`config.mk`:
```
export PLATFORM = sky130hd
export DESIGN_NAME = emrd_read_port
export DESIGN_NICKNAME = d
export VERILOG_FILES = /design/src/hdl/emrd_pkg.sv /design/src/hdl/emrd_read_port.sv
export SDC_FILE = /design/constraint.sdc
export NUM_CORES = 1
export LEC_CHECK = 0
export BUFFER_PORTS_ARGS = -buffer_cell sky130_fd_sc_hd__buf_2
export CORE_ASPECT_RATIO = 0.7
export CORE_UTILIZATION = 39
export CTS_CLUSTER_SIZE = 16
export DETAILED_ROUTE_END_ITERATION = 6
export PLACE_DENSITY = 0.77
export SLEW_MARGIN = 10
export SYNTH_ARGS = -nofsm -noshare
export SYNTH_HDL_FRONTEND = slang
export SYNTH_SLANG_ARGS = --single-unit
```
`constraint.sdc`:
```
create_clock -name i_clk_sys -period 1.45 [get_ports i_clk_sys]
set_input_delay 0.0725 -clock i_clk_sys [delete_from_list [all_inputs] [get_ports i_clk_sys]]
set_output_delay 0.0725 -clock i_clk_sys [all_outputs]
set_load 0.005 [all_outputs]
```
`src/hdl/emrd_pkg.sv`:
```
// package for the external memory read strobe and upper data pin block
// assumes one system clock domain and plain control ports, no bus
package emrd_pkg;
    // ----------------------------------------------------------------
    // widths
    // ----------------------------------------------------------------
    localparam int EMRD_DATA_W = 16;   // full external data bus
    localparam int EMRD_UPPER_W = 9;   // upper pins, port f pins 0..8
    localparam int EMRD_UPPER_LSB = 7; // first bus bit shared with port f
    localparam int EMRD_ADDR_W = 24;   // external address bus
    localparam int EMRD_CS_W = 4;      // chip select lines

    // reset values
    localparam logic [EMRD_UPPER_W-1:0] EMRD_GPIO_SEL_RST = 9'h000;
    localparam logic [EMRD_DATA_W-1:0] EMRD_DATA_RST = 16'h0000;
    localparam logic [EMRD_ADDR_W-1:0] EMRD_ADDR_RST = 24'h000000;
    localparam logic [EMRD_CS_W-1:0] EMRD_CS_IDLE = 4'hF;

    // read sequencer states
    typedef enum logic [1:0]
    {
        EMRD_IDLE = 2'b00,
        EMRD_STROBE = 2'b01,
        EMRD_DONE = 2'b10
    } emrd_state_t;

    // qualification carried with a read cycle
    typedef struct packed
    {
        logic [EMRD_ADDR_W-1:0] addr;
        logic prog_sel;             // program space select request
        logic data_sel;             // data space select request
        logic [EMRD_CS_W-1:0] cs;   // chip select request, high active
    } emrd_req_t;

    // per-pin drive of one port f pin group
    typedef struct packed
    {
        logic [EMRD_UPPER_W-1:0] o;
        logic [EMRD_UPPER_W-1:0] oe;
        logic [EMRD_UPPER_W-1:0] pu;
    } emrd_pins_t;
endpackage : emrd_pkg

```
`src/hdl/emrd_read_port.sv`:
```
// read strobe, qualification outputs and upper data / port f pins
// assumes the external part returns data while the strobe is low
`timescale 1ns/100ps

module emrd_read_port
(
    // clock and reset
    input wire logic i_clk_sys,
    input wire logic i_rst_b,
    // read request from the core, accepted when o_rd_ready is high
    input wire logic i_rd_req,
    input wire emrd_pkg::emrd_req_t i_rd_qual,
    output logic o_rd_ready,
    output logic o_rd_valid,
    output logic [emrd_pkg::EMRD_DATA_W-1:0] o_rd_data,
    // configuration
    input wire logic i_bus_drive_select,
    input wire logic i_ctrl_pullup_disable,
    input wire logic [emrd_pkg::EMRD_UPPER_W-1:0] i_port_f_gpio_sel,
    input wire logic [emrd_pkg::EMRD_UPPER_W-1:0] i_port_f_dir_out,
    input wire logic [emrd_pkg::EMRD_UPPER_W-1:0] i_port_f_out,
    input wire logic [emrd_pkg::EMRD_UPPER_W-1:0] i_port_f_pullup_enable,
    output logic [emrd_pkg::EMRD_UPPER_W-1:0] o_port_f_in,
    // read strobe pin
    output logic o_rd_strobe_n,
    output logic o_rd_strobe_oe,
    output logic o_rd_strobe_pu,
    // qualification pins
    output logic [emrd_pkg::EMRD_ADDR_W-1:0] o_ext_address_bus,
    output logic o_program_space_select_n,
    output logic o_data_space_select_n,
    output logic [emrd_pkg::EMRD_CS_W-1:0] o_chip_select_lines_n,
    output logic o_qual_oe,
    // data bus pins
    input wire logic [emrd_pkg::EMRD_DATA_W-1:0] i_ext_data_bus,
    output logic [emrd_pkg::EMRD_DATA_W-1:0] o_ext_data_bus,
    output logic [emrd_pkg::EMRD_DATA_W-1:0] o_ext_data_bus_oe,
    output logic [emrd_pkg::EMRD_UPPER_W-1:0] o_port_f_pullup
);
    import emrd_pkg::*;

    // ----------------------------------------------------------------
    // state and registers
    // ----------------------------------------------------------------
    emrd_state_t state_q; // read sequencer
    emrd_req_t qual_q; // latched qualification of the cycle
    logic [EMRD_UPPER_W-1:0] gpio_sel_q; // pin function per upper pin
    logic [EMRD_DATA_W-1:0] data_q; // internal read register
    logic valid_q; // one-cycle read-done pulse
    logic in_reset_q; // high until first edge after reset release
    logic [EMRD_UPPER_W-1:0] gpio_in_q; // port f input sample

    // upper data bits of the bus, as a field of the full width
    function automatic logic [EMRD_UPPER_W-1:0] upper_of
    (
        input logic [EMRD_DATA_W-1:0] d
    );
        upper_of = d[EMRD_UPPER_LSB +: EMRD_UPPER_W];
    endfunction

    // ----------------------------------------------------------------
    // read sequencer
    // ----------------------------------------------------------------
    // idle -> strobe (one cycle low) -> done (strobe high, data captured)
    always_ff @(posedge i_clk_sys or negedge i_rst_b)
    begin
        if (!i_rst_b)
        begin
            state_q <= EMRD_IDLE;
        end
        else
        begin
            case (state_q)
                EMRD_IDLE:
                begin
                    if (i_rd_req)
                    begin
                        state_q <= EMRD_STROBE;
                    end
                end
                EMRD_STROBE:
                begin
                    state_q <= EMRD_DONE;
                end
                EMRD_DONE:
                begin
                    state_q <= EMRD_IDLE;
                end
                default:
                begin
                    state_q <= EMRD_IDLE;
                end
            endcase
        end
    end

    // new requests only taken while idle
    assign o_rd_ready = (state_q == EMRD_IDLE);

    // ----------------------------------------------------------------
    // qualification latch
    // ----------------------------------------------------------------
    // qualification held valid
    // latched at acceptance so the pins cannot move under the strobe
    always_ff @(posedge i_clk_sys or negedge i_rst_b)
    begin
        if (!i_rst_b)
        begin
            qual_q <= '{addr: EMRD_ADDR_RST, prog_sel: 1'b0,
                        data_sel: 1'b0, cs: '0};
        end
        else if (i_rd_req && state_q == EMRD_IDLE)
        begin
            qual_q <= i_rd_qual;
        end
    end

    // ----------------------------------------------------------------
    // data capture
    // ----------------------------------------------------------------
    // capture on strobe release
    // the strobe rises at the edge leaving EMRD_STROBE; sample then
    always_ff @(posedge i_clk_sys or negedge i_rst_b)
    begin
        if (!i_rst_b)
        begin
            data_q <= EMRD_DATA_RST;
            valid_q <= 1'b0;
        end
        else
        begin
            valid_q <= (state_q == EMRD_STROBE);
            if (state_q == EMRD_STROBE)
            begin
                for (int i = 0; i < EMRD_UPPER_W; i++)
                begin
                    if (!gpio_sel_q[i])
                    begin
                        data_q[EMRD_UPPER_LSB+i] <=
                            i_ext_data_bus[EMRD_UPPER_LSB+i];
                    end
                    else
                    begin
                        data_q[EMRD_UPPER_LSB+i] <= 1'b0;
                    end
                end
                data_q[EMRD_UPPER_LSB-1:0] <=
                    i_ext_data_bus[EMRD_UPPER_LSB-1:0];
            end
        end
    end

    assign o_rd_data = data_q;
    assign o_rd_valid = valid_q;

    // ----------------------------------------------------------------
    // pin function select and port f input
    // ----------------------------------------------------------------
    // reset to bus function
    always_ff @(posedge i_clk_sys or negedge i_rst_b)
    begin
        if (!i_rst_b)
        begin
            gpio_sel_q <= EMRD_GPIO_SEL_RST;
            gpio_in_q <= '0;
        end
        else
        begin
            gpio_sel_q <= i_port_f_gpio_sel;
            gpio_in_q <= upper_of(i_ext_data_bus) & gpio_sel_q;
        end
    end

    assign o_port_f_in = gpio_in_q;

    // reset flag, cleared at first edge after release
    always_ff @(posedge i_clk_sys or negedge i_rst_b)
    begin
        if (!i_rst_b)
        begin
            in_reset_q <= 1'b1;
        end
        else
        begin
            in_reset_q <= 1'b0;
        end
    end

    // ----------------------------------------------------------------
    // pin drive
    // ----------------------------------------------------------------
    always_comb
    begin
        o_rd_strobe_n = (state_q != EMRD_STROBE);
        o_rd_strobe_oe = (state_q == EMRD_STROBE) || i_bus_drive_select;
        o_rd_strobe_pu = !i_ctrl_pullup_disable;
        if (in_reset_q)
        begin
            o_rd_strobe_oe = 1'b0;
            o_rd_strobe_pu = 1'b1;
        end
        // qualification outputs follow the strobe's drive
        o_ext_address_bus = qual_q.addr;
        o_program_space_select_n = !(qual_q.prog_sel &&
                                     state_q == EMRD_STROBE);
        o_data_space_select_n = !(qual_q.data_sel &&
                                  state_q == EMRD_STROBE);
        o_chip_select_lines_n = (state_q == EMRD_STROBE) ? ~qual_q.cs
                                                         : EMRD_CS_IDLE;
        o_qual_oe = o_rd_strobe_oe;
        // bus input during read
        // bus-function pins never driven here, only port f pins are; the write side owns data drive
        o_ext_data_bus = '0;
        o_ext_data_bus_oe = '0;
        for (int i = 0; i < EMRD_UPPER_W; i++)
        begin
            // gpio pins owned by port f
            if (gpio_sel_q[i] && !in_reset_q)
            begin
                o_ext_data_bus[EMRD_UPPER_LSB+i] = i_port_f_out[i];
                o_ext_data_bus_oe[EMRD_UPPER_LSB+i] = i_port_f_dir_out[i];
            end
        end
        // pull-up bit n for pin n
        o_port_f_pullup = in_reset_q ? '1 : i_port_f_pullup_enable;
    end
endmodule // emrd_read_port

```
==> run_results.csv <==
group,metric,value,unit
outcome,status,"finished with violations",
outcome,violations,"negative setup slack",
yosys,synth_top_cell_by_area,"dfrtp_1",
yosys,netlist_top_cells_count,"67 x dfrtp_1, 39 x buf_4, 32 x mux2_2, 18 x and3b_1, 13 x mux2_4",
drt,drt-wirelength-per-cell,13.2,um
power,vdd_drop_max,0.637,mV
yosys,yosys_warnings,0,
flow_run,maxCapViolCount,0,
timing,fin_ws,-0.0449,ns
clocking,clock_latency,0.33,ns
yosys,synth_flop_cell,"dfrtp_1",
drt,routed_wl,7100,um
clocking,clockBufferDepth,2,
critical_path,crit_fanout,15,
drt,drt_iter0_drc,43,
timing,rsz0062_at_grt,"yes",
critical_path,worstPathArrival,1.42,ns
placed_design,dp_cells,465,
global_route,grt_max_degree,69,
finish,nFillCells,604,
yosys,yosysSeqAreaShare,56.0,%
critical_path,crit_type,"reg -> out",
floorplan,core-area,0.00742,mm^2
finish,fin_cells,539,
timing,hold_violations,0,
finish,layout.nets,524,
global_route,gr-total-overflow,0,
min_path,hold_class,"in -> reg",
placed_design,port_buffers,174,
placed_design,dpl_cell_area,0.00380,mm^2
timing,setup_viol,20,
global_route,antenna_found_initial,0,
global_route,busiest_layer,"met2",
min_path,hold_path_startpoint,"i_rd_req",
global_route,use_met3,6.07,%
critical_path,cp-startpoint,"in_reset_q",
yosys,async_reset_ff_share,100,%
power,p_leak,2.41,nW
drt,drc,0,
drt,drtPass1Iterations,2,
finish,drive_above_1_share,57.6,%
placed_design,dp_hpwl,4730,um
floorplan,die_area,0.00816,mm^2
timing,skew,0.00783,ns
clocking,numCtsBuffers,9,
floorplan,pin_count,189,
timing,fin_hold_ws,0.229,ns
floorplan,die_y,75.9,um
yosys,ys_seq_elements,68,
global_route,grtUsageMet1,19.6,%
finish,final_core_util,61.8,%
clocking,clock-sinks,68,
yosys,ys_types,21,
clocking,clkSlewWorstSetupHoldPaths,0.07,ns
finish,seq_area,0.00171,mm^2
clocking,ctsHtreeMaxLevel,3,
yosys,syn_inst,221,
critical_path,start_kind,"flop",
placed_design,place.gp.congestion,0.723,
critical_path,cp.required,1.38,ns
timing,fin_crit_sh,103,%
yosys,synthTopCellsByArea,"dfrtp_1 55%, mux2_2 12%, buf_4 9.6%",
finish,syn2layout_area_growth,50.8,%
global_route,grt_pass1_vias,2259,
finish,stdcell_area,0.00459,mm^2
power,p_per_area,1150,mW/mm^2
global_route,grt_pass1_wl,10600,um
timing,fin_crit,1.49,ns
clocking,cts_tree,"built",
floorplan,die_w,108,um
floorplan,rows,26,
finish,multi_input_area,0.00102,mm^2
yosys,yosysMostFrequentCell,"dfrtp_1",
yosys,syn_area,0.00304,mm^2
critical_path,crit_path_end_kind,"output pin",
finish,antenna_cells,0,
drt,ant_nets,0,
timing,max_freq,0.669,GHz
timing,maxSlewViolCount,0,
global_route,grt.total_usage,17.5,%
drt,vias_per_cell,4.28,
yosys,synth_area_per_cell,13.8,um^2
drt,vias,2307,
clocking,cts-root-buf,"clkbuf_8",
yosys,yosysTopAreaCellShare,55.1,%
global_route,grtUsageMet2,31.3,%
yosys,synth_edf_count,0,
critical_path,r2r-start,"state_q[0]",
floorplan,initial_core_util,41.0,%
[flip-flops by register name, summed over array words and instances (netlist names)]
| register | cells |
|---|---|
| gpio_sel_q | 9 |
| in_reset_q | 1 |
| o_ext_address_bus | 24 |
| o_port_f_in | 9 |
| o_rd_data | 16 |
| o_rd_valid | 1 |
| qual_q | 6 |
| state_q | 2 |
[cell families after synthesis]
| kind of cell | share of synthesized area (%) |
|---|---|
| flip-flops | 56.0 |
| multiplexers | 18.6 |
| other | 0.123 |
| buffers and inverters | 12.2 |
| AND/OR/NAND/NOR | 12.9 |
| AO/OA/AOI/OAI | 0.164 |
[worst max-delay path: stages (launching register included)]
cell	delay, ns
dfstp_4	0.64
buf_12	0.13
and3b_1	0.19
buf_2	0.13
[layout by cell type (no fill, tap or decap)]
cell type      netlist  final
nor2_1               1      1
clkinv_2             0      2
mux2_1               1      1
and3b_1             18     18
dlygate4sd3_1        0     56
buf_2                0    174
nand2_1              6      6
buf_12               0      4
inv_1                2      2
nand2b_1             1      1
or2_2                9      9
nor2b_1              9      9
buf_8                0      1
clkbuf_1             3      2
dfrtp_1             67     66
buf_4               39      2
inv_4                0      1
dfstp_4              0      1
conb_1               1     15
mux2_2              32     32
a21oi_1              1      1
nor3b_4              1      1
mux2_4              13     13
nand2b_4             1      1
dfrtp_2              0      1
clkbuf_8             0     11
and2_1               9      9
buf_6                5      1
[metrics by stage]
stage / worst slack, ns / TNS [ns] / power [W]
global placement: 0.126 / 0 / 0.00375
detailed placement: 0.0805 / 0 / 0.00381
floorplan: 0.108 / 0 / 0.00341
finish: -0.0449 / -0.357 / 0.00527
CTS: -0.0575 / -0.864 / 0.00533
global route: -0.0998 / -1.80 / 0.00561
[area by class of cell]
class	count	area share, %
flip-flops and latches	68	37.2
clock inverters	2	0.218
multi-input cells	117	22.2
repair buffers	238	33.9
well taps	98	2.67
clock buffers	13	3.47
inverters	3	0.300
[report_power, final]
part	internal [W]	switching [W]
clock	0.000701	0.000651
combinational	0.000900	0.000515
sequential	0.00229	0.000209
[final timing paths]
kind                                         end  slack (ns)  cells after the start
max                           o_ext_data_bus[13]       -0.04                      3
min                                   state_q[0]        0.23                      3
max reg2reg                o_ext_address_bus[16]        0.06                      3
min reg2reg                 o_ext_address_bus[0]        0.49                      1
max in group asynchronous             in_reset_q        0.83                      3
min in group asynchronous   o_ext_address_bus[3]        0.29                      3
[metal layers]
layer / vias up / part of all wire (%) / wire length (um)
li1: 1106 / - / -
met1: 1086 / 41 / 2890
met2: 106 / 51 / 3610
met3: 9 / 7.4 / 527
met4: 0 / 1.1 / 76
met5: - / 0 / 0
[timing repair]
action	in CTS	in global routing
hold buffers	56	0
gates resized for setup	3	4
endpoints found under the setup margin	36	37
setup buffers	4	0
hold endpoints to repair	122	0
No activity file was read; power rests on OpenSTA's default activity.
